==> config.mk <==
export PLATFORM = sky130hd
export DESIGN_NAME = message_indicator_blink_timer
export DESIGN_NICKNAME = d
export VERILOG_FILES = /design/src/blink_timing_pkg.sv /design/src/ms_tick_if.sv /design/src/message_indicator_blink_timer.sv /design/src/ms_tick_gen.sv
export SDC_FILE = /design/constraint.sdc
export NUM_CORES = 1
export LEC_CHECK = 0
export ABC_AREA = 1
export BUFFER_PORTS_ARGS = -buffer_cell sky130_fd_sc_hd__buf_4
export CORE_MARGIN = 1
export CORE_UTILIZATION = 50
export DETAILED_ROUTE_END_ITERATION = 7
export PLACE_DENSITY = 0.78
export SYNTH_ARGS = -nofsm -noshare
export SYNTH_HDL_FRONTEND = slang
export SYNTH_SLANG_ARGS = --single-unit
==> constraint.sdc <==
create_clock -name clk -period 3.81 [get_ports clk]
set_clock_uncertainty 0.15 [all_clocks]
set_input_delay 0.9525 -clock clk [delete_from_list [all_inputs] [get_ports clk]]
set_output_delay 0.9525 -clock clk [all_outputs]
set_load 0.02 [all_outputs]
==> src/blink_timing_pkg.sv <==
// Function
// - period is two ramps plus two pulses
// - active time is period times period count
// - blank time is active time times multiplier
// - blank multiplier in bits 7:4, default 0
// - ramp code selects 78/156/312/624 ms
// - period count 0..7, default 0
`default_nettype none
package blink_timing_pkg;

  // clock and millisecond base
  localparam int unsigned CLK_PERIOD_NS = 5;
  localparam int unsigned MS_NS         = 1_000_000;
  localparam int unsigned CYC_PER_MS    = MS_NS / CLK_PERIOD_NS;
  localparam int unsigned PRESCALE_W    = 18;

  // register layout and reset values
  localparam int unsigned BLANK_MSB     = 7;
  localparam int unsigned BLANK_LSB     = 4;
  localparam int unsigned PULSE_MSB     = 3;
  localparam int unsigned PULSE_LSB     = 0;
  localparam logic [7:0]  BLINK_RESET   = 8'h00;
  localparam logic [1:0]  RAMP_DEFAULT  = 2'h0;
  localparam logic [2:0]  PERIODS_DEF   = 3'h0;

  // millisecond counter and blank period counter widths
  localparam int unsigned MS_W          = 12;
  localparam int unsigned BLANK_CNT_W   = 7;

  typedef enum logic [5:0] {
    ST_IDLE    = 6'h01,
    ST_RAMP_UP = 6'h02,
    ST_PULSE   = 6'h04,
    ST_RAMP_DN = 6'h08,
    ST_OFF     = 6'h10,
    ST_BLANK   = 6'h20
  } phase_type;

  // pulse time per code, in ms
  function automatic logic [MS_W-1:0] pulse_ms(input logic [3:0] code);
    case (code)
      4'h0:    pulse_ms = 12'h000;
      4'h1:    pulse_ms = 12'h020;
      4'h2:    pulse_ms = 12'h040;
      4'h3:    pulse_ms = 12'h05C;
      4'h4:    pulse_ms = 12'h080;
      4'h5:    pulse_ms = 12'h0A0;
      4'h6:    pulse_ms = 12'h0C4;
      4'h7:    pulse_ms = 12'h0E0;
      4'h8:    pulse_ms = 12'h100;
      4'h9:    pulse_ms = 12'h120;
      4'hA:    pulse_ms = 12'h140;
      4'hB:    pulse_ms = 12'h160;
      4'hC:    pulse_ms = 12'h180;
      4'hD:    pulse_ms = 12'h1A0;
      4'hE:    pulse_ms = 12'h1C0;
      default: pulse_ms = 12'h1E0;
    endcase
  endfunction : pulse_ms

  // ramp time per code, in ms
  function automatic logic [MS_W-1:0] ramp_ms(input logic [1:0] code);
    case (code)
      2'h0:    ramp_ms = 12'h04E;
      2'h1:    ramp_ms = 12'h09C;
      2'h2:    ramp_ms = 12'h138;
      default: ramp_ms = 12'h270;
    endcase
  endfunction : ramp_ms

endpackage : blink_timing_pkg
`default_nettype wire

==> src/ms_tick_if.sv <==
`timescale 1ns/100ps
`default_nettype none
interface ms_tick_if;
  logic clr;
  logic tick;
  modport gen  (input clr, output tick);
  modport user (output clr, input tick);
endinterface : ms_tick_if
`default_nettype wire

==> src/message_indicator_blink_timer.sv <==
`timescale 1ns/100ps
`default_nettype none
// message indicator blink sequencer
module message_indicator_blink_timer #(
  parameter int unsigned CYCLES_PER_MS = blink_timing_pkg::CYC_PER_MS
) (
  input  wire logic       clk,
  input  wire logic       rst_n,
  input  wire logic       blink_wr,
  input  wire logic [7:0] blink_wdata,
  output logic      [7:0] blink_rdata,
  input  wire logic [1:0] ramp_sel,
  input  wire logic [2:0] period_count,
  input  wire logic       indicator_enable,
  output logic            ramp_up,
  output logic            pulse_on,
  output logic            ramp_down,
  output logic            off_hold,
  output logic            blank,
  output logic            active,
  output logic      [2:0] period_index,
  output logic      [6:0] blank_index
);

  localparam int unsigned MW = blink_timing_pkg::MS_W;
  localparam int unsigned BW = blink_timing_pkg::BLANK_CNT_W;

  ms_tick_if tk ();

  ms_tick_gen #(
    .CYCLES_PER_MS (CYCLES_PER_MS)
  ) u_tick (
    .clk   (clk),
    .rst_n (rst_n),
    .tk    (tk)
  );

  // blink register
  logic [7:0] blink_r;
  logic [7:0] blink_nxt;

  always_comb begin
    blink_nxt = blink_r;
    if (blink_wr) begin
      blink_nxt = blink_wdata;
    end
  end

  always_ff @(posedge clk or negedge rst_n) begin
    if (!rst_n) begin
      blink_r <= blink_timing_pkg::BLINK_RESET;
    end else begin
      blink_r <= blink_nxt;
    end
  end

  assign blink_rdata = blink_r;

  // field decode
  logic [3:0]    blank_mult;
  logic [3:0]    pulse_code;
  logic [MW-1:0] pulse_len;
  logic [MW-1:0] ramp_len;
  logic [MW-1:0] period_len;
  logic [BW-1:0] blank_periods;

  assign blank_mult = blink_r[blink_timing_pkg::BLANK_MSB:blink_timing_pkg::BLANK_LSB];
  assign pulse_code = blink_r[blink_timing_pkg::PULSE_MSB:blink_timing_pkg::PULSE_LSB];
  assign pulse_len  = blink_timing_pkg::pulse_ms(pulse_code);
  assign ramp_len   = blink_timing_pkg::ramp_ms(ramp_sel);
  assign period_len = MW'((ramp_len << 1) + (pulse_len << 1));
  assign blank_periods = BW'(period_count) * BW'(blank_mult);

  // sequencer
  blink_timing_pkg::phase_type state_r;
  blink_timing_pkg::phase_type state_nxt;
  logic [MW-1:0] ms_r;
  logic [MW-1:0] ms_nxt;
  logic [2:0]    pcnt_r;
  logic [2:0]    pcnt_nxt;
  logic [BW-1:0] bcnt_r;
  logic [BW-1:0] bcnt_nxt;
  logic [MW-1:0] phase_len;
  logic          phase_done;
  logic          clr;
  logic          last_period;

  always_comb begin
    case (state_r)
      blink_timing_pkg::ST_RAMP_UP: phase_len = ramp_len;
      blink_timing_pkg::ST_RAMP_DN: phase_len = ramp_len;
      blink_timing_pkg::ST_PULSE:   phase_len = pulse_len;
      blink_timing_pkg::ST_OFF:     phase_len = pulse_len;
      blink_timing_pkg::ST_BLANK:   phase_len = period_len;
      default:                      phase_len = '0;
    endcase
  end

  assign phase_done  = (ms_r >= phase_len);
  assign last_period = ({1'b0, pcnt_r} + 4'h1 >= {1'b0, period_count});

  always_comb begin
    state_nxt = state_r;
    pcnt_nxt  = pcnt_r;
    bcnt_nxt  = bcnt_r;
    clr       = 1'b0;
    if (!indicator_enable || period_count == 3'h0) begin
      state_nxt = blink_timing_pkg::ST_IDLE;
      pcnt_nxt  = '0;
      bcnt_nxt  = '0;
      clr       = 1'b1;
    end else begin
      case (state_r)
        blink_timing_pkg::ST_IDLE: begin
          state_nxt = blink_timing_pkg::ST_RAMP_UP;
          pcnt_nxt  = '0;
          clr       = 1'b1;
        end
        blink_timing_pkg::ST_RAMP_UP: begin
          if (phase_done) begin
            state_nxt = blink_timing_pkg::ST_PULSE;
            clr       = 1'b1;
          end
        end
        blink_timing_pkg::ST_PULSE: begin
          if (phase_done) begin
            state_nxt = blink_timing_pkg::ST_RAMP_DN;
            clr       = 1'b1;
          end
        end
        blink_timing_pkg::ST_RAMP_DN: begin
          if (phase_done) begin
            state_nxt = blink_timing_pkg::ST_OFF;
            clr       = 1'b1;
          end
        end
        blink_timing_pkg::ST_OFF: begin
          if (phase_done) begin
            clr = 1'b1;
            if (!last_period) begin
              state_nxt = blink_timing_pkg::ST_RAMP_UP;
              pcnt_nxt  = pcnt_r + 3'h1;
            end else if (blank_periods == '0) begin
              state_nxt = blink_timing_pkg::ST_RAMP_UP;
              pcnt_nxt  = '0;
            end else begin
              state_nxt = blink_timing_pkg::ST_BLANK;
              pcnt_nxt  = '0;
              bcnt_nxt  = '0;
            end
          end
        end
        blink_timing_pkg::ST_BLANK: begin
          if (phase_done) begin
            clr = 1'b1;
            if (bcnt_r + 1'b1 >= blank_periods) begin
              state_nxt = blink_timing_pkg::ST_RAMP_UP;
              bcnt_nxt  = '0;
            end else begin
              bcnt_nxt  = bcnt_r + 1'b1;
            end
          end
        end
        default: begin
          state_nxt = blink_timing_pkg::ST_IDLE;
          clr       = 1'b1;
        end
      endcase
    end
  end

  assign tk.clr = clr;

  // active flag kept in its own flop, in step with the state register
  logic active_r;
  logic active_nxt;

  always_comb begin
    active_nxt = |state_nxt[4:1];
  end

  always_ff @(posedge clk or negedge rst_n) begin
    if (!rst_n) begin
      active_r <= 1'b0;
    end else begin
      active_r <= active_nxt;
    end
  end

  always_comb begin
    if (clr) begin
      ms_nxt = '0;
    end else if (tk.tick && ms_r != {MW{1'b1}}) begin
      ms_nxt = ms_r + 1'b1;
    end else begin
      ms_nxt = ms_r;
    end
  end

  always_ff @(posedge clk or negedge rst_n) begin
    if (!rst_n) begin
      state_r <= blink_timing_pkg::ST_IDLE;
      ms_r    <= '0;
      pcnt_r  <= '0;
      bcnt_r  <= '0;
    end else begin
      state_r <= state_nxt;
      ms_r    <= ms_nxt;
      pcnt_r  <= pcnt_nxt;
      bcnt_r  <= bcnt_nxt;
    end
  end

  assign ramp_up      = state_r[1];
  assign pulse_on     = state_r[2];
  assign ramp_down    = state_r[3];
  assign off_hold     = state_r[4];
  assign blank        = state_r[5];
  assign active       = active_r;
  assign period_index = pcnt_r;
  assign blank_index  = bcnt_r;

endmodule : message_indicator_blink_timer
`default_nettype wire

==> src/ms_tick_gen.sv <==
`timescale 1ns/100ps
`default_nettype none
// millisecond prescaler, restarted by clr
module ms_tick_gen #(
  parameter int unsigned CYCLES_PER_MS = blink_timing_pkg::CYC_PER_MS
) (
  input  wire logic clk,
  input  wire logic rst_n,
  ms_tick_if.gen    tk
);

  logic [blink_timing_pkg::PRESCALE_W-1:0] cnt_r;
  logic [blink_timing_pkg::PRESCALE_W-1:0] cnt_nxt;
  logic                                    wrap;

  assign wrap    = (cnt_r == blink_timing_pkg::PRESCALE_W'(CYCLES_PER_MS - 1));
  assign tk.tick = wrap && !tk.clr;

  always_comb begin
    if (tk.clr || wrap) begin
      cnt_nxt = '0;
    end else begin
      cnt_nxt = cnt_r + 1'b1;
    end
  end

  always_ff @(posedge clk or negedge rst_n) begin
    if (!rst_n) begin
      cnt_r <= '0;
    end else begin
      cnt_r <= cnt_nxt;
    end
  end

endmodule : ms_tick_gen
`default_nettype wire

---- Yosys cells after proc, flatten, opt, wreduce, memory -nomap -nowiden ----
Memories as Yosys holds them, arrays and structs flattened.
Index checks and enable logic that the tools add are counted.
word-level totals
  register bits after elaboration ......... 55
  memory bits (read-only) ................. 112
  input port bits ......................... 17
  word-level logic and storage cells ...... 85
  memories kept ........................... 1
operators by class
  add/sub/neg operators ................... 6
  multiply operators ...................... 1
  order comparisons ....................... 3
  eq/ne operators ......................... 18
  muxes and demuxes ....................... 29
  reductions and logical operators ........ 19
memory list
  name             depth  bits a word  rd ports  clocked after memory_dff  wr ports  line                    source
  (no name shown)  16     7            1         0                         0         blink_timing_pkg.sv:41  case (code)
operators with widths
  operator               number
  $mux 6                 9
  $mux 7                 6
  $pmux 12 s3            1
  $pmux 6 s6             1
  $pmux 10 s3            1
  $mux 12                2
  $ne 3x3->1 const B     8
  $add 18x1->18 const B  1
  $eq 18x18->1 const B   1
  $mux 18                1
  $pmux 7 s2             1
  $add 12x1->12 const B  1
  $add 12x12->12         1
  $ge 12x12->1           1
  $ne 12x12->1 const B   1
  $mux 3                 3
  $add 7x1->7 const B    1
  $ge 7x7->1             1
  $logic_not 7->1        1
  $mul 3x4->7            1
  $eq 6x1->1 const B     1
  $eq 6x2->1 const B     1
  $eq 6x3->1 const B     1
  $eq 6x4->1 const B     1
  22 further kinds       29

---- Depth between registers and ports, before layout ----
  depth after elaboration ................. 13
  depth in mapped cells ................... 29
  mapped depth without buffers ............ 29

---- Hierarchy ----
Synthesis repeated with hierarchy kept, for this count alone.
unflattened totals
  cells, all modules ...................... 646
  area total of the unflattened synthesis .. 4596.9 sq um
modules (own cells, without submodules)
  module                         instances  cells an instance  area each (sq um)
  message_indicator_blink_timer  1          502                3560.9
  ms_tick_gen                    1          144                1036.0

---- Least setup slack after synthesis ----
Ideal clock, no wire load.
  path type ............................... input -> register
  start ................................... input port ramp_sel[0]
  end ..................................... register bcnt_r[3] (netlist: blank_index[3])
  arrival ................................. 3.641 ns
  setup slack ............................. -0.102 ns
  stages .................................. 22
  path buffers ............................ 1
  path through ............................ ha_1 -> nor2_1 -> inv_1 -> ha_1 -> nand3_1 -> nand2_1 -> a21oi_1 -> a21oi_1 -> o211ai_1 -> ha_1 -> nand2_1 -> nor2_1 -> nand2_1 -> a21oi_1 -> nor2_2 -> nand2_4 -> nor2_1 -> nor2_1 -> nand2_2 -> buf_4 -> nand2_1 -> o21ai_1
between the ends
  cells in the longest elaborated chain, start to end .. 7
ends and longest elaborated chain
  element                                   line                                  source
  start, declared                           message_indicator_blink_timer.sv:12   input wire logic [1:0] ramp_sel,
  $eq 2x2->1, or another cell as far along  blink_timing_pkg.sv:63                case (code)
  $pmux 10 s3 *                             blink_timing_pkg.sv:63
  $add 12x12->12                            message_indicator_blink_timer.sv:71   assign period_len = MW'((ramp_len << 1) + (pulse_len << 1));
  $pmux 12 s3 *                             message_indicator_blink_timer.sv:89   case (state_r)
  $ge 12x12->1 *                            message_indicator_blink_timer.sv:99   assign phase_done = (ms_r >= phase_len);
  $ne 3x3->1 (no line)                      n/a
  $reduce_and 5->1 (no line) *              n/a
  end signal, assigned                      message_indicator_blink_timer.sv:210  bcnt_r <= bcnt_nxt;
  end, declared                             message_indicator_blink_timer.sv:81   logic [BW-1:0] bcnt_r;
Mark *: on every way between the ends. The rest lies on a longest branch, timed or not.
A chain may end at the register's enable or synchronous reset.

---- Worst setup path after layout ----
  start ................................... input port ramp_sel[0]
  end ..................................... register bcnt_r[4] (netlist: blank_index[4])
Same word-level chain as after synthesis.

==> flow_metrics.tcl <==
set metrics [dict create \
    status "finished with violations" \
    violations "setup timing" \
    grt_max_degree 56 \
    synth_top_flop_cell "dfrtp_1" \
    antenna_found_initial 0 \
    cts_root_buf "clkbuf_8" \
    clk_latency_ps 320 \
    core-area_sq_um 8720 \
    grt.total_usage 0.221 \
    synth_nets 672 \
    drive_gt1_frac 0.278 \
    drc 0 \
    syn2layout_area_growth_pct 26.1 \
    synthesis.area_sq_um 4500 \
    rsz0062_at_grt "true" \
    start_util 0.516 \
    crit_top_cell "nand2_1" \
    grt_pass1_vias 4186 \
    multi_input_area_sq_um 3010 \
    wl_per_cell_microns 13.6 \
    syn_inst 609 \
    ys_seq_area_frac 0.306 \
    pre_cts_slack_ps -414 \
    yosys_warnings 0 \
    fin_crit_ps 3890 \
    cap_viol_max_count 0 \
    final.fill_count 704 \
    dp_hpwl_microns 7970 \
    cts.sinks 55 \
    grt_pass1_wl_microns 17600 \
    hold_viol 0 \
    rows 34 \
    drtAntennaViolNets 0 \
    postLayoutCoreUtil 0.652 \
    cp-start-kind "primary input" \
    max_stage_delay_ps 300 \
    numCtsBuffers 5 \
    gp_congestion 0.917 \
    cts.path.max_buffers 2 \
    power_density_nw_per_um2 249 \
    drt_pre_antenna_iters 5 \
    tritoncts "yes" \
    drv_slew 0 \
    clk_pin_slew_ps 90 \
    ff2ff_path_depth 24 \
    period_share 1.02 \
    critPathMaxFanout 8 \
    hp-class "flip-flop to flip-flop" \
    worstMarginPinSlew_ps 720 \
    end_kind "flip-flop" \
    diodes 0 \
    ys_seq_elements 55 \
    maxSlewHeadroom 0.520 \
    htreeDepth 2 \
    grt-ovfl-total 0 \
    viasPerCell 5.42 \
    io_pins 41 \
    fp.dieW_microns 96.9 \
    max_freq_mhz 257 \
    setup_viol_count_final 8 \
    drtIter0Drc 215 \
    whs_path_depth 1 \
    avgSynthCellArea_sq_um 7.40 \
    required_ps 3870 \
    cts_hold_buf 0 \
    synth_edf_count 0 \
    ys_types 48 \
    vias 4350 \
    regArea_sq_um 1380 \
    numPortBuffers 40 \
    irDropWorstVdd_mv 0.154 \
    crit_path_top_delay_cell "ha_1" \
    p_leak_uw 0.00286 \
    place_area_sq_um 5260 \
    final_area_sq_um 5680 \
    worstPathArrival_ps 3940 \
    crit_type "primary input to flip-flop" \
    die_area_sq_um 9390 \
    nNetsFinal 757 \
    worst_slack_ps -76.3 \
    die_h_microns 96.9 \
    finalWirelength_microns 10900 \
    synthArstFlopShare 1.00 \
]
[Yosys cell counts (2+ instances only)]
library cell    n  area [sq um]
o211ai_1        3          22.5
inv_2           7          26.3
o21bai_1        3          22.5
nor2_2         13          81.3
nor3_2          2          20.0
xor2_1         11          96.3
nand3_2         4          40.0
nor2_1         52           195
nor3b_1         4          30.0
inv_1          96           360
a221oi_1        3          26.3
nand2_1       136           510
ha_1           43           538
a31oi_1         2          12.5
nand2_4         3          33.8
nor3_1         13          65.1
o21ai_0        15          75.1
nand3_1        46           230
o21ai_1         7          35.0
fa_1            3          60.1
nor4_1          5          31.3
xnor2_1         8          70.1
mux2_2          4          45.0
nand2_2         5          31.3
a21oi_1        23           115
nand3b_1        5          37.5
dfrtp_1        54          1350
a21o_1          2          15.0
nor2_4          6          67.6
nand4_1        13          81.3
[area by class of cell]
cell class,count,share of cell area
clock inverter,1,0.00154
tap,108,0.0238
inverter,104,0.0718
multi-input combinational,447,0.530
sequential,55,0.242
clock buffer,7,0.0152
timing repair buffer,81,0.115
[cell families after synthesis]
| kind of cell | share of synthesized area |
|---|---|
| xor+xnor | 0.0369 |
| buf+inv | 0.0933 |
| compound gates | 0.0833 |
| flops | 0.306 |
| simple gates | 0.338 |
| fa+ha+maj | 0.133 |
| mux | 0.0100 |
[final timing paths]
kind	from	endpoint	slack [ps]
worst max-delay path	ramp_sel[0]	blank_index[4]	-80
worst min-delay path	u_tick.cnt_r[0]	u_tick.cnt_r[0]	370
worst max register to register	blink_rdata[2]	blank_index[4]	150
worst min register to register	u_tick.cnt_r[0]	u_tick.cnt_r[0]	370
max in group asynchronous	rst_n	ms_r[5]	2510
min in group asynchronous	rst_n	blink_rdata[3]	540
[critical path: cells and delay by family]
family	cells	cell delay [ps]
AND/OR/NAND/NOR	13	1340
adder cells (fa/ha/maj)	3	780
AO/OA/AOI/OAI	4	470
buffers and inverters	5	400
[stage by stage]
step | total power [uW] | instances | TNS (ps) | hold slack (ps)
after global placement | 1010 | 791 | -9990 | 341
after detailed placement | 1030 | 791 | -14000 | 352
final | 1420 | 803 | -457 | 365
after global routing | 1490 | 803 | -4970 | 414
after CTS | 1370 | 801 | 0 | 367
after floorplan | 873 | 609 | 0 | 311
[per-layer routing]
layer	vias up	global-route usage	wire length, microns
met5	-	0	0
met4	0	0.0586	283
met3	29	0.0253	300
met2	104	0.403	5560
met1	2074	0.276	4770
li1	2143	-	-
[placed cells by master (no fill, tap or decap), drive strengths merged, types with 2 or more instances in the layout]
master | synthesis | layout
nand2 | 144 | 145
inv | 103 | 103
buf | 3 | 81
nor2 | 72 | 72
dfrtp | 54 | 54
nand3 | 50 | 50
ha | 43 | 43
a21oi | 23 | 23
o21ai | 22 | 22
nor3 | 15 | 15
nand4 | 14 | 14
xor2 | 11 | 11
xnor2 | 8 | 8
clkbuf | 1 | 7
nand3b | 5 | 5
nor4 | 5 | 5
nor3b | 4 | 4
mux2 | 4 | 4
a221oi | 3 | 3
o21bai | 3 | 3
o211ai | 3 | 3
fa | 3 | 3
a21o | 2 | 2
or2 | 2 | 2
o31ai | 2 | 2
a31oi | 2 | 2
clkinv | 1 | 2
[state kept, by name, indices dropped and copies added, names as in the netlist]
signal	count
state_r	6
active	1
period_index	3
blank_index	7
u_tick.cnt_r	18
blink_rdata	8
ms_r	12
[repair_timing]
action / in CTS / in global routing
pin swaps: 8 / 24
buffers inserted: 1 / 2
cloned: 1 / 0
setup endpoints to repair: 13 / 46
resized for setup: 7 / 67
[power breakdown]
group | internal (uW) | switching (uW)
clock | 150 | 201
combinational | 188 | 257
sequential | 601 | 19.3
total | 938 | 477
Note: power is estimated with default switching activity, not from simulation.
